==> config.mk <==
export PLATFORM = sky130hd
export DESIGN_NAME = brx_link_ctrl
export DESIGN_NICKNAME = d
export VERILOG_FILES = /design/src/brx_pkg.sv /design/src/brx_link_ctrl.sv /design/src/brx_slot_timer.sv /design/src/brx_whitener.sv
export VERILOG_INCLUDE_DIRS = /design/src
export SDC_FILE = /design/constraint.sdc
export NUM_CORES = 1
export LEC_CHECK = 0
export BUFFER_PORTS_ARGS = -buffer_cell sky130_fd_sc_hd__buf_2
export CAP_MARGIN = 5
export CORE_MARGIN = 2
export CORE_UTILIZATION = 32
export DETAILED_ROUTE_END_ITERATION = 7
export PLACE_DENSITY_LB_ADDON = 0.25
export SYNTH_ARGS = -nofsm -noshare
export SYNTH_HDL_FRONTEND = slang
export SYNTH_SLANG_ARGS = --single-unit
==> constraint.sdc <==
create_clock -name clk -period 9.5 [get_ports clk]
set_input_delay 0.475 -clock clk [delete_from_list [all_inputs] [get_ports clk]]
set_output_delay 0.475 -clock clk [all_outputs]
set_load 0.01 [all_outputs]
==> src/brx_cfg.svh <==
/*
 * Constants of the receive-buffer, flow-control and slot-timing block:
 * register offsets, field positions, reset values and timing counts.
 * Assumes it is included by bare name from the package and the modules.
 */
`ifndef BRX_CFG_SVH
`define BRX_CFG_SVH

// Slot timing at the 125 MHz system clock.
`define BRX_CLK_MHZ 125
`define BRX_SLOT_US 625
`define BRX_JITTER_US 1
`define BRX_DRIFT_PPM 20
`define BRX_SLOT_CYCLES (`BRX_SLOT_US * `BRX_CLK_MHZ)
`define BRX_JITTER_CYCLES (`BRX_JITTER_US * `BRX_CLK_MHZ)
`define BRX_TRIG_PHASE 17'h00000

// Register byte offsets on the bus.
`define BRX_OFS_CTRL 8'h00
`define BRX_OFS_STATUS 8'h04
`define BRX_OFS_RXDATA 8'h08
`define BRX_OFS_RXDONE 8'h0c
`define BRX_OFS_TXCTRL 8'h10
`define BRX_OFS_VOICE 8'h14
`define BRX_OFS_OFFSET 8'h18

// Control register fields and reset values.
`define BRX_CTRL_MASTER 0
`define BRX_CTRL_SCO 1
`define BRX_CTRL_ENC 2
`define BRX_CTRL_POLL 3
`define BRX_CTRL_TYPE_LSB 4
`define BRX_CTRL_TSCO_LSB 8
`define BRX_TSCO_RST 8'h02
`define BRX_TXCTRL_TGT_LSB 8

// Header bit processing.
`define BRX_HEC_INIT 8'h00
`define BRX_HEC_POLY 8'ha7
`define BRX_HDR_BITS 10
`define BRX_CODED_BITS 18

`endif

==> src/brx_pkg.sv <==
/*
 * Types shared by the receive-buffer and slot-timing block.
 * Assumes brx_cfg.svh is on the include path.
 */
`include "brx_cfg.svh"

package brx_pkg;

    // Packet types carried in the header type field.
    typedef enum logic [3:0] {
        PT_NULL, PT_POLL, PT_FHS, PT_DM1, PT_DH1, PT_HV1, PT_HV2, PT_HV3, PT_DV
    } brx_ptype_e;

    // Plain packet header before error check, whitening and coding.
    typedef struct packed {
        logic [2:0] addr;
        brx_ptype_e ptype;
        logic flow;
        logic arqn;
        logic sequence_number_bit;
    } brx_hdr_s;

    // Radio side towards the block.
    typedef struct packed {
        logic rxValid;
        logic [53:0] rxHeader;
        logic [31:0] rxPayload;
        logic accessTrig;
    } brx_link_in_s;

    // Block towards the radio side.
    typedef struct packed {
        logic txStart;
        logic [53:0] txHeader;
        logic [31:0] txPayload;
    } brx_link_out_s;

    // State of the slot timer.
    typedef struct packed {
        logic [16:0] phase;
        logic [15:0] slotCount;
        logic slotTick;
        logic [16:0] clkOffset;
    } brx_timer_s;

endpackage

==> src/brx_link_ctrl.sv <==
/*
 * Link controller core: default packet selection, receive data and voice
 * double buffers, stop/go flow control both ways, header and payload bit
 * processing, and slot-parity transmit scheduling, with an AHB-Lite slave.
 * Assumes a single-bus-master AHB-Lite system with zero-wait answers and a
 * radio front end that delivers coded headers and one-word payloads.
 */
// Our own choices: the placing of the registers and the AHB-Lite interface to the registers.
`timescale 1ns/1ps
`default_nettype none

`include "brx_cfg.svh"

module brx_link_ctrl #(
    parameter int SLOT_CYCLES = `BRX_SLOT_CYCLES
) (
    input wire logic clk,
    input wire logic sys_rst,
    input wire logic hsel,
    input wire logic [31:0] haddr,
    input wire logic [1:0] htrans,
    input wire logic hwrite,
    input wire logic [2:0] hsize,
    input wire logic [31:0] hwdata,
    input wire logic hready,
    output logic hreadyout,
    output logic hresp,
    output logic [31:0] hrdata,
    input wire brx_pkg::brx_link_in_s linkIn,
    output brx_pkg::brx_link_out_s linkOut,
    input wire logic [31:0] txDataIn,
    input wire logic [31:0] txVoiceIn,
    input wire logic [31:0] keyStream,
    output logic slotParityBit
);
    import brx_pkg::*;

    typedef struct packed {
        logic hreadyOut;
        logic [31:0] hrdata;
        logic wrPend;
        logic [7:0] wrAddr;
        logic isMaster;
        logic scoEnable;
        logic encEnable;
        logic pollReq;
        brx_ptype_e scoType;
        logic [7:0] voiceInterval;
        logic [7:0] txPending;
        logic [2:0] txTarget;
        logic [7:0] remoteStop;
        logic [1:0][31:0] dataBuf;
        logic dataSel;
        logic fillFull;
        logic readFull;
        logic stopPending;
        logic ackPending;
        logic lastSeqn;
        logic txSeqn;
        logic lastTxData;
        logic [1:0][31:0] voiceBuf;
        logic voiceSel;
        logic [7:0] voiceCnt;
        logic rxSeen;
        logic trigPrev;
        logic trigAny;
        logic txStart;
        brx_ptype_e txType;
        logic txSco;
        logic txFlow;
        logic [53:0] txHeader;
        logic [31:0] txPayload;
    } brx_state_s;

    brx_state_s r;
    brx_state_s n;
    brx_timer_s timer;

    logic [17:0] rxMajor;
    logic [17:0] rxPlain;
    logic [31:0] rxPayPlain;
    logic [17:0] txCoded;
    logic [31:0] txPayWhite;
    brx_hdr_s rxHdr;
    brx_hdr_s txHdr;
    logic [31:0] txPayRaw;
    logic [6:0] whiteSeed;
    logic rxHecOk;
    logic readDone;
    logic addrPhase;

    // Header error check over the ten header bits, shifted in LSB first.
    function automatic logic [7:0] hecCalc(input logic [9:0] h);
        logic [7:0] c;
        logic fb;
        c = `BRX_HEC_INIT;
        fb = 1'b0;
        for (int i = 0; i < `BRX_HDR_BITS; i++) begin
            fb = c[7] ^ h[i];
            c = {c[6:0], 1'b0} ^ ({8{fb}} & `BRX_HEC_POLY);
        end
        return c;
    endfunction

    function automatic logic carriesData(input brx_ptype_e t);
        return (t == PT_DM1) || (t == PT_DH1) || (t == PT_DV);
    endfunction

    function automatic logic carriesVoice(input brx_ptype_e t);
        return (t == PT_HV1) || (t == PT_HV2) || (t == PT_HV3) || (t == PT_DV);
    endfunction

    brx_slot_timer #(
        .SLOT_CYCLES(SLOT_CYCLES)
    ) u_timer (
        .clk(clk),
        .sys_rst(sys_rst),
        .isMaster(r.isMaster),
        .resync(linkIn.accessTrig),
        .timer(timer)
    );

    // Both ends seed whitening from the slot clock, so they agree per slot.
    assign whiteSeed = {1'b1, timer.slotCount[5:0]};

    // Rate-1/3 repetition decode: a majority vote over the three copies.
    for (genvar i = 0; i < `BRX_CODED_BITS; i++) begin : g_major
        logic a;
        logic b;
        logic c;
        assign a = linkIn.rxHeader[i];
        assign b = linkIn.rxHeader[i + 18];
        assign c = linkIn.rxHeader[i + 36];
        assign rxMajor[i] = (a & b) | (a & c) | (b & c);
    end

    // Receive side undoes whitening before the check; transmit side after it.
    brx_whitener #(.WIDTH(18)) u_rxHdrWhite (
        .seed(whiteSeed),
        .dataIn(rxMajor),
        .dataOut(rxPlain)
    );
    brx_whitener #(.WIDTH(32)) u_rxPayWhite (
        .seed(whiteSeed),
        .dataIn(linkIn.rxPayload),
        .dataOut(rxPayPlain)
    );
    brx_whitener #(.WIDTH(18)) u_txHdrWhite (
        .seed(whiteSeed),
        .dataIn({hecCalc(txHdr), txHdr}),
        .dataOut(txCoded)
    );
    brx_whitener #(.WIDTH(32)) u_txPayWhite (
        .seed(whiteSeed),
        .dataIn(txPayRaw),
        .dataOut(txPayWhite)
    );

    assign rxHdr = rxPlain[9:0];
    assign rxHecOk = (hecCalc(rxPlain[9:0]) == rxPlain[17:10]);
    assign addrPhase = hsel && htrans[1] && hready;
    assign readDone = r.wrPend && (r.wrAddr == `BRX_OFS_RXDONE);

    // Transmit packet choice for the coming slot, highest priority first.
    always_comb begin
        logic ownSlot;
        logic scoSlot;
        logic dataOk;
        ownSlot = (timer.slotCount[0] == !r.isMaster);
        scoSlot = r.scoEnable && (r.voiceCnt == 8'h00);
        // A slave sends data only after a trigger in the slot just before.
        dataOk = r.txPending[r.txTarget] && !r.remoteStop[r.txTarget]
            && (r.isMaster || r.rxSeen);
        txHdr = '0;
        txHdr.addr = r.txTarget;
        txHdr.flow = !r.stopPending;
        txHdr.arqn = r.ackPending;
        txHdr.sequence_number_bit = r.txSeqn;
        txPayRaw = 32'h00000000;
        if (scoSlot && (r.isMaster || r.trigAny)) begin
            txHdr.ptype = r.scoType;
            txPayRaw = txVoiceIn;
        end else if (dataOk) begin
            txHdr.ptype = PT_DM1;
            txPayRaw = txDataIn;
        end else if (r.isMaster && r.pollReq) begin
            txHdr.ptype = PT_POLL;
        end else begin
            txHdr.ptype = PT_NULL;
        end
        // Encryption is optional per mode; whitening is never skipped.
        if (r.encEnable && (carriesData(txHdr.ptype) || carriesVoice(txHdr.ptype))) begin
            txPayRaw = txPayRaw ^ keyStream;
        end
        if (!timer.slotTick || !ownSlot) begin
            txHdr.ptype = PT_NULL;
        end
    end

    // Next state: bus slave, buffers, flow control and transmit scheduling.
    always_comb begin
        logic ownSlot;
        logic sendNow;
        logic [2:0] src;
        logic [31:0] rxPay;
        ownSlot = (timer.slotCount[0] == !r.isMaster);
        src = r.isMaster ? rxHdr.addr : 3'h0;
        rxPay = r.encEnable ? (rxPayPlain ^ keyStream) : rxPayPlain;
        n = r;
        n.txStart = 1'b0;
        n.hreadyOut = 1'b1;

        // Register writes land in the data phase after the address phase.
        if (r.wrPend) begin
            unique case (r.wrAddr)
                `BRX_OFS_CTRL: begin
                    n.isMaster = hwdata[`BRX_CTRL_MASTER];
                    n.scoEnable = hwdata[`BRX_CTRL_SCO];
                    n.encEnable = hwdata[`BRX_CTRL_ENC];
                    n.pollReq = hwdata[`BRX_CTRL_POLL];
                    n.scoType = brx_ptype_e'(hwdata[`BRX_CTRL_TYPE_LSB +: 4]);
                    n.voiceInterval = hwdata[`BRX_CTRL_TSCO_LSB +: 8];
                end
                `BRX_OFS_TXCTRL: begin
                    n.txPending = r.txPending | hwdata[7:0];
                    n.txTarget = hwdata[`BRX_TXCTRL_TGT_LSB +: 3];
                end
                default: begin
                end
            endcase
        end
        n.wrPend = addrPhase && hwrite;
        n.wrAddr = haddr[7:0];

        // Read data is captured in the address phase and stands in the data phase.
        if (addrPhase && !hwrite) begin
            n.hrdata = 32'h00000000;
            if (haddr[31:8] == 24'h000000) begin
                unique case (haddr[7:0])
                    `BRX_OFS_CTRL: n.hrdata = {16'h0000, r.voiceInterval, 4'(r.scoType),
                        r.pollReq, r.encEnable, r.scoEnable, r.isMaster};
                    `BRX_OFS_STATUS: n.hrdata = {r.remoteStop, r.txPending, 8'h00,
                        r.voiceSel, r.dataSel, r.ackPending, r.trigAny,
                        r.stopPending, r.fillFull, r.readFull, timer.slotCount[0]};
                    `BRX_OFS_RXDATA: n.hrdata = r.dataBuf[!r.dataSel];
                    `BRX_OFS_VOICE: n.hrdata = r.voiceBuf[!r.voiceSel];
                    `BRX_OFS_OFFSET: n.hrdata = {15'h0000, timer.clkOffset};
                    default: n.hrdata = 32'h00000000;
                endcase
            end
        end

        // Manager finished the old register: the filled one becomes readable.
        if (readDone) begin
            n.dataSel = !r.dataSel;
            n.readFull = r.fillFull;
            n.fillFull = 1'b0;
            n.stopPending = 1'b0;
        end

        // Access triggers feed slave receive timing, whatever the packet holds.
        if (linkIn.accessTrig) begin
            n.rxSeen = 1'b1;
            n.trigAny = 1'b1;
        end

        // Header-checked packets only; a bad header drops the packet.
        if (linkIn.rxValid && rxHecOk) begin
            n.remoteStop[src] = !rxHdr.flow;
            if (rxHdr.arqn && r.lastTxData) begin
                n.txPending[src] = 1'b0;
                n.txSeqn = !r.txSeqn;
                n.lastTxData = 1'b0;
            end
            // Voice goes through regardless of the data flow state.
            if (carriesVoice(rxHdr.ptype)) begin
                n.voiceBuf[r.voiceSel] = rxPay;
            end
            if (carriesData(rxHdr.ptype)) begin
                if (rxHdr.sequence_number_bit == r.lastSeqn) begin
                    n.ackPending = 1'b1;
                end else if (!r.fillFull && !(readDone && r.readFull)) begin
                    n.dataBuf[r.dataSel ^ readDone] = rxPay;
                    n.fillFull = 1'b1;
                    n.lastSeqn = rxHdr.sequence_number_bit;
                    n.ackPending = 1'b1;
                    if (r.readFull && !readDone) begin
                        n.stopPending = 1'b1;
                    end
                end else begin
                    // No room: refuse without acknowledging, so it comes again.
                    n.stopPending = 1'b1;
                end
            end
        end

        // Slot boundary bookkeeping.
        if (timer.slotTick) begin
            n.rxSeen = 1'b0;
            if (ownSlot) begin
                n.trigPrev = r.rxSeen;
                // Nothing heard from any party in the slot counts as go for the addressed one.
                if (!r.rxSeen) begin
                    n.remoteStop[r.isMaster ? r.txTarget : 3'h0] = 1'b0;
                end
            end
            if (!timer.slotCount[0]) begin
                if (r.voiceCnt >= r.voiceInterval - 8'h01) begin
                    n.voiceCnt = 8'h00;
                    n.voiceSel = !r.voiceSel;
                end else begin
                    n.voiceCnt = r.voiceCnt + 8'h01;
                end
            end
        end

        // Launch: nothing at all on an idle link with nothing to report.
        sendNow = timer.slotTick && ownSlot && ((txHdr.ptype != PT_NULL)
            || r.ackPending || r.stopPending);
        if (sendNow) begin
            n.txStart = 1'b1;
            n.txType = txHdr.ptype;
            n.txSco = carriesVoice(txHdr.ptype);
            n.txFlow = txHdr.flow;
            n.txHeader = {txCoded, txCoded, txCoded};
            n.txPayload = txPayWhite;
            n.ackPending = 1'b0;
            n.lastTxData = carriesData(txHdr.ptype);
        end
    end

    always_ff @(posedge clk) begin
        if (sys_rst) begin
            r <= '0;
            r.voiceInterval <= `BRX_TSCO_RST;
            r.lastSeqn <= 1'b1;
        end else begin
            r <= n;
        end
    end

    assign hreadyout = r.hreadyOut;
    assign hresp = 1'b0;
    assign hrdata = r.hrdata;
    assign linkOut.txStart = r.txStart;
    assign linkOut.txHeader = r.txHeader;
    assign linkOut.txPayload = r.txPayload;
    assign slotParityBit = timer.slotCount[0];

    // A null leaves only when there is acknowledge or stop to carry.
    AST_NULL_ONLY_PENDING: assert property (@(posedge clk) disable iff (sys_rst)
        r.txStart && r.txType == PT_NULL |-> $past(r.ackPending || r.stopPending))
        else $error("null packet sent with nothing to report");

    // Voice slots carry the agreed voice type.
    AST_SCO_TYPE: assert property (@(posedge clk) disable iff (sys_rst)
        r.txStart && r.txSco |-> r.txType == r.scoType)
        else $error("voice slot sent a foreign type");

    // Transmit starts only in the role's own slot parity.
    AST_SLOT_PARITY: assert property (@(posedge clk) disable iff (sys_rst)
        r.txStart |-> timer.slotCount[0] == !r.isMaster)
        else $error("transmission started in the wrong slot parity");

    // The flow bit sent mirrors the stop state at launch.
    AST_FLOW_BIT: assert property (@(posedge clk) disable iff (sys_rst)
        r.txStart |-> r.txFlow == !$past(r.stopPending))
        else $error("flow bit disagrees with stop state");

    // Stop stays until the manager finishes a read.
    AST_STOP_HOLD: assert property (@(posedge clk) disable iff (sys_rst)
        r.stopPending && !readDone |=> r.stopPending)
        else $error("stop indication dropped without a read");

    // Read complete with no packet in the same cycle swaps the data selector and clears stop.
    AST_DATA_SWAP: assert property (@(posedge clk) disable iff (sys_rst)
        readDone && !(linkIn.rxValid && rxHecOk) |=> r.dataSel != $past(r.dataSel)
        && !r.stopPending)
        else $error("read complete did not swap the data registers");

    // The voice selector swaps once per voice interval.
    AST_VOICE_SWAP: assert property (@(posedge clk) disable iff (sys_rst)
        timer.slotTick && !timer.slotCount[0] && r.voiceCnt >= r.voiceInterval - 8'h01
        |=> r.voiceSel != $past(r.voiceSel))
        else $error("voice selector missed its interval");

    // A duplicate sequence bit never changes the stored data.
    AST_NO_DUPLICATE: assert property (@(posedge clk) disable iff (sys_rst)
        linkIn.rxValid && rxHecOk && carriesData(rxHdr.ptype) && rxHdr.sequence_number_bit == r.lastSeqn
        |=> $stable(r.dataBuf))
        else $error("duplicate payload was stored");

    // Outside voice slots, data never goes to a party that is signalling stop.
    AST_STOP_STALLS: assert property (@(posedge clk) disable iff (sys_rst)
        r.txStart && r.lastTxData && !r.txSco |-> !$past(r.remoteStop[r.txTarget]))
        else $error("data sent to a stopped party");
endmodule

`default_nettype wire

==> src/brx_slot_timer.sv <==
/*
 * Native slot clock: counts system cycles into slots and slots into the
 * slot counter whose bit 0 is the slot parity bit. A slave realigns on
 * access-code triggers; a master never adjusts its timing.
 * Assumes triggers arrive as one-cycle pulses in the clock domain.
 */
`timescale 1ns/1ps
`default_nettype none

`include "brx_cfg.svh"

module brx_slot_timer #(
    parameter int SLOT_CYCLES = `BRX_SLOT_CYCLES
) (
    input wire logic clk,
    input wire logic sys_rst,
    input wire logic isMaster,
    input wire logic resync,
    output brx_pkg::brx_timer_s timer
);
    import brx_pkg::*;

    brx_timer_s r;
    brx_timer_s n;

    // Each slot is an exact whole number of cycles, so the average slot
    // carries no drift beyond the crystal and no jitter at all.
    always_comb begin
        n = r;
        n.slotTick = 1'b0;
        if (r.phase == 17'(SLOT_CYCLES - 1)) begin
            n.phase = 17'h00000;
            n.slotCount = r.slotCount + 16'h0001;
            n.slotTick = 1'b1;
        end else begin
            n.phase = r.phase + 17'h00001;
        end
        // Only a slave follows the remote clock; the master keeps its own.
        if (resync && !isMaster) begin
            n.clkOffset = r.phase - `BRX_TRIG_PHASE;
            n.phase = `BRX_TRIG_PHASE + 17'h00001;
            n.slotCount = {r.slotCount[15:1], 1'b0};
            n.slotTick = 1'b0;
        end
    end

    always_ff @(posedge clk) begin
        if (sys_rst) begin
            r <= '0;
        end else begin
            r <= n;
        end
    end

    assign timer = r;
endmodule

`default_nettype wire

==> src/brx_whitener.sv <==
/*
 * Whitening scrambler: XORs a word with the sequence of a seven-bit
 * shift register (x^7 + x^4 + 1). The same module whitens and de-whitens.
 * Assumes the caller supplies the seed taken from the slot clock.
 */
`timescale 1ns/1ps
`default_nettype none

module brx_whitener #(
    parameter int WIDTH = 18
) (
    input wire logic [6:0] seed,
    input wire logic [WIDTH-1:0] dataIn,
    output logic [WIDTH-1:0] dataOut
);
    // The register is stepped once per bit so the whole word is done in one cycle.
    always_comb begin
        logic [6:0] lfsr;
        logic fb;
        lfsr = seed;
        fb = 1'b0;
        for (int i = 0; i < WIDTH; i++) begin
            dataOut[i] = dataIn[i] ^ lfsr[6];
            fb = lfsr[6] ^ lfsr[3];
            lfsr = {lfsr[5:0], fb};
        end
    end
endmodule

`default_nettype wire
# [Word-level counts from Yosys, hierarchy flattened]
# Cells that the tools add are included.
[classes] add_sub_neg=4 n_mul=0 div=0 n_lt_le_gt_ge=12 n_eq_ne=28 n_shift=0 mux=73 n_bitwise=262 n_reduce_logical=80
[op_table] cell="$mux W32" count=12
[op_table] cell="$mux W318" count=1
[op_table] cell="$mux W64" count=4
[op_table] cell="$pmux W32 S5" count=1
[op_table] cell="$xor A1 B1 Y1" count=139
[op_table] cell="$bwmux W64" count=2
[op_table] cell="$xor A8 B8 Y8" count=16
[op_table] cell="$mux W93" count=1
[op_table] cell="$mux W72" count=1
[op_table] cell="$mux W69" count=1
[op_table] cell="$demux W32 S1" count=2
[op_table] cell="$xor A32 B32 Y32" count=2
[op_table] cell="$and A1 B1 Y1" count=54
[op_table] cell="$eq A4 B3 Y1 const B" count=12
[op_table] cell="$mux W8" count=6
[op_table] cell="$or A1 B1 Y1" count=36
[op_table] cell="$mux W35" count=1
[op_table] cell="$mux W27" count=1
[op_table] cell="$eq A8 B5 Y1 const B" count=3
[op_table] cell="$logic_not A24 Y1" count=1
[op_table] cell="$logic_not A8 Y1" count=3
[op_table] cell="$logic_and A1 B1 Y1" count=23
[op_table] cell="$mux W11" count=2
[op_table] cell="$logic_or A1 B1 Y1" count=21
[op_table] cell="39 further kinds" count=114
[word_totals] regBits=369 latch_bits=0 mem_bits_rw=0 romBits=0 inputBits=258 out_inout_bits=122 wordCells=501 mem_count=0

# [Depth between registers and ports, before layout]
[logic_depth] word_depth=30 mapped_depth=15 ltp_nobuf=12

# [Hierarchy]
# Synthesis repeated with hierarchy kept, for this count alone.
[unflattened] hier_cells=2152 hier_area_um2=19642.6
[by_module_without_submodules] module="brx_link_ctrl" instances=1 cells_each=1689 area_per_inst_um2=15172.1 seq_area_each_um2=5505.3
[by_module_without_submodules] module="brx_slot_timer" instances=1 cells_each=285 area_per_inst_um2=2363.5 seq_area_each_um2=1021.0
[by_module_without_submodules] module="brx_whitener (u_rxPayWhite ...)" instances=2 cells_each=60 area_per_inst_um2=777.0 seq_area_each_um2=0.0
[by_module_without_submodules] module="brx_whitener (u_rxHdrWhite ...)" instances=2 cells_each=29 area_per_inst_um2=276.5 seq_area_each_um2=0.0

# [Worst setup path before layout]
# OpenSTA, ideal clock, no wires.
[synth_path] kind="input-to-reg" startpoint="input linkIn[71] (netlist name)" endpoint="register with a tool-made name" setup_ns=0.118 arrival_time_ns=3.879 required_time_ns=9.382 setup_slack_ns=5.504 path_stages=13 path_buffers=3 cell_sequence="maj3_2 > xnor2_4 > xnor3_1 > xnor3_1 > xnor2_1 > or4_1 > and3_1 > buf_6 > or4b_1 > buf_6 > buf_6 > nand3_1 > o21ai_1"
[synth_rtl] item="from (decl)" line="brx_link_ctrl.sv:29" source="input wire brx_pkg::brx_link_in_s linkIn,"

==> results.md <==
- Worst-skew pair later-pin latency: 0.57 ns
- Starting Density: 32.37%
- XOR/XNOR share of the synthesized area: 14.62%
- Post-Route WL: 56590 um
- Endpoints failing setup: 0
- Register bit total from synthesis: 316
- Async SR Flop Fraction: 0%
- P_sw: 743.3 uW
- Io pins: 380
- DIE AREA: 55130 um^2
- Critical path origin: u_timer.timer[20]
- DR DRC count: 0
- Reg2reg setup slack: 4.37 ns
- Gpl congestion: 0.8821
- Share of Yosys cell area claimed by the top area cell type: 37.11%
- Clk pin slew, worst setup/hold paths: 0.06 ns
- Simple-Gate Fraction of Synth Area: 17.80%
- Net Sw Frac: 24.04%
- Mux contribution to synthesized area: 4.727%
- Die Width: 234.8 um
- Clock share of power: 50.2%
- Met1 wire length: 25370 um
- CP Capture Type: register
- Post-layout util: 37.46%
- Top layer in use: met4
- Longest Clk Path Bufs: 3
- Setup bufs post-CTS: 0
- Area grow syn2layout: 15.72%
- H-tree depth: 2
- Hold-fix buffers at CTS: 0
- CP max FO: 64
- Routed Antenna Nets: 0
- Top area cells in the synthesized netlist: dfxtp_1, xnor2_1, nand2_1
- Crit Path Class: reg -> reg
- Synth warn: 0
- Maximum clock rate: 194.8 MHz
- Fin crit share: 54.03%
- Synthesized net count: 2329
- Rows: 84
- Root buf cell: clkbuf_16
- Cell taking the most area after synthesis: dfxtp_1
- Routed wl met2: 26350 um
- Syn avg cell area: 8.290 um^2
- Worst vdd ir: 0.09967 mV
- Final Skew: 0.02061 ns
- Initial antenna violation count: 3
- Hold Path Class: in -> reg
- Leakage: 7.111 nW
- Post-CTS Resized: 0
- Final Slew Violations: 0
- Synth Area in Adders: 2.173%
- Worst Path Required: 9.93 ns
- Setup TNS: 0 ns
- Outcome: complete, no violations
- Commonest cells post-synth: dfxtp_1, nand2_1, xnor2_1
- CP Data Arrival Time: 5.56 ns
- Max Cap Violations: 0
- Ys flop type: dfxtp_1
- Largest net degree at the start of global routing: 92
- CTS Buf Count: 39
- Minimum clock period: 5.133 ns
- Global route overflow: 0
- First-pass GRT wire length: 85630 um
- Post-Syn Instances: 2056
- Startpoint types: register
- Worst-margin pin slew: 1.248 ns
- Pwr Density: 156.7 nW/um^2
- Count of cell types in the netlist: 64
- Vias in the first global route: 14248
- Largest family of logic cells by synthesized area: simple AND/OR/NAND/NOR gates
- Number of cells on the worst reg-to-reg path: 12
- Initial DRC Count: 802
- Drt wl/cell: 19.26 um
- PortBufs: 358
- CTS sink cnt: 316
- Post-synthesis cell area: 17050 um^2
- Post-synth EDFFs: 0
- Relative slew slack: 16.43%
- Routed wl met3: 3120 um
- Chip Height: 234.8 um
- Seq/Total Area, Yosys: 37.11%
- Synth Area in Compound Gates: 14.06%
- Detailed-route via count: 14792
- RSZ-0062 raised after global routing: no
- TritonCTS clock tree: done
- Final HPWL DP: 41520 um
- Pint: 2.348 mW
- Reg power frac: 43.1%
- Core ar.: 52660 um^2
- Logic pwr share: 6.7%
- Fin nets: 2492
- Drt via density: 5.035
- Reg2reg start: u_timer.timer[20]
- Fin. Hold Viols: 0
- Most common cell in the synthesized netlist: dfxtp_1
- Total track usage: 19.88%
- Hold WS: 0.1486 ns
- Layout cells sized above 1: 21.13%
- Drt pass-1 iters: 7
power groups by stage:
stage,Sequential (mW),Clock (mW),Combinational (mW)
detailed placement,1.36,0,0.207
floorplan,1.36,0,0.123
CTS,1.33,1.59,0.207
global placement,1.36,0,0.203
finish,1.33,1.55,0.207
global route,1.33,1.65,0.226
per-stage QoR:
| stage | instance area, um^2 | total power, mW | instances | setup WS (ns) |
|---|---|---|---|---|
| after floorplan | 17050 | 1.484 | 2056 | 5.504 |
| after global placement | 18390 | 1.565 | 2866 | 4.491 |
| after detailed placement | 18390 | 1.569 | 2866 | 4.382 |
| after CTS | 19720 | 3.126 | 2936 | 4.353 |
| after global routing | 19720 | 3.204 | 2937 | 4.069 |
| final | 19730 | 3.092 | 2938 | 4.367 |
area by class of cell:
| cell class | count | area [um^2] |
|---|---|---|
| Multi-Input combinational cell | 1462 | 9146 |
| Timing Repair Buffer | 384 | 1993 |
| Sequential cell | 316 | 6330 |
| Inverter | 16 | 62.56 |
| Antenna cell | 2 | 5.005 |
| Tap cell | 688 | 860.8 |
| Fill cell | 5501 | 32930 |
| Clock inverter | 17 | 229.0 |
| Clock buffer | 53 | 1099 |
worst min-delay path by stage:
| stage | startpoint | to | slack [ns] | cells past startpoint |
|---|---|---|---|---|
| CTS | haddr[7] | r[283] | 0.12 | 2 |
| detailed placement | linkOut[28] | linkOut[28] | 0.45 | 2 |
| global placement | linkOut[10] | linkOut[10] | 0.44 | 2 |
| global route | haddr[7] | r[283] | 0.14 | 2 |
| floorplan | linkOut[10] | linkOut[10] | 0.43 | 2 |
| finish | haddr[5] | r[281] | 0.15 | 2 |
placed cells by master (no fill, tap or decap), types with 4 or more instances in the layout:
| cell | synthesis | final |
|---|---|---|
| xor2_1 | 86 | 86 |
| a211oi_1 | 30 | 30 |
| clkinv_2 | 0 | 7 |
| dfxtp_1 | 316 | 313 |
| ha_1 | 15 | 15 |
| nand3_1 | 140 | 140 |
| a21o_1 | 8 | 8 |
| nand2b_1 | 10 | 9 |
| nand3b_1 | 4 | 4 |
| clkbuf_8 | 0 | 7 |
| nor3_1 | 27 | 27 |
| buf_2 | 2 | 357 |
| clkbuf_1 | 101 | 7 |
| a22oi_1 | 56 | 56 |
| mux2i_1 | 76 | 76 |
| and2_1 | 4 | 4 |
| bufinv_16 | 0 | 4 |
| maj3_1 | 16 | 16 |
| nand2_1 | 262 | 262 |
| or3_1 | 6 | 6 |
| xnor2_1 | 168 | 168 |
| nor4_1 | 19 | 17 |
| xnor3_1 | 5 | 5 |
| a221oi_1 | 6 | 6 |
| o221ai_1 | 15 | 15 |
| a21oi_1 | 91 | 90 |
| o21ai_1 | 63 | 63 |
| inv_1 | 15 | 15 |
| nor2b_1 | 14 | 14 |
| and3_1 | 7 | 7 |
| o21ai_0 | 114 | 114 |
| nand4_1 | 12 | 12 |
| clkbuf_16 | 0 | 39 |
| nor2_1 | 160 | 160 |
| buf_4 | 124 | 26 |
kinds of logic after synthesis:
group                    after synthesis
AND/OR/NAND/NOR                      681
AO/OA/AOI/OAI                        402
flip-flops                           316
buffers and inverters                278
XOR/XNOR                             266
multiplexers                          79
adder cells (fa/ha/maj)               33
other                                  1
layer usage:
layer | track usage, % | vias up
met4 | 6.406 | 0
met5 | 0 | -
met2 | 32.99 | 483
met3 | 3.278 | 86
met1 | 26.24 | 6955
li1 | - | 7268
critical path, cell delays in order (launching register included):
cell	delay (ns)
dfxtp_1	0.72
ha_1	0.68
xnor3_1	0.49
xor2_1	0.25
xnor2_1	0.16
xnor2_1	0.30
or4bb_1	0.44
mux2_2	0.29
and3_1	0.30
or4_2	0.67
buf_4	0.33
nand3_1	0.19
o21ai_1	0.08
Note: power is estimated with default switching activity, not from simulation.
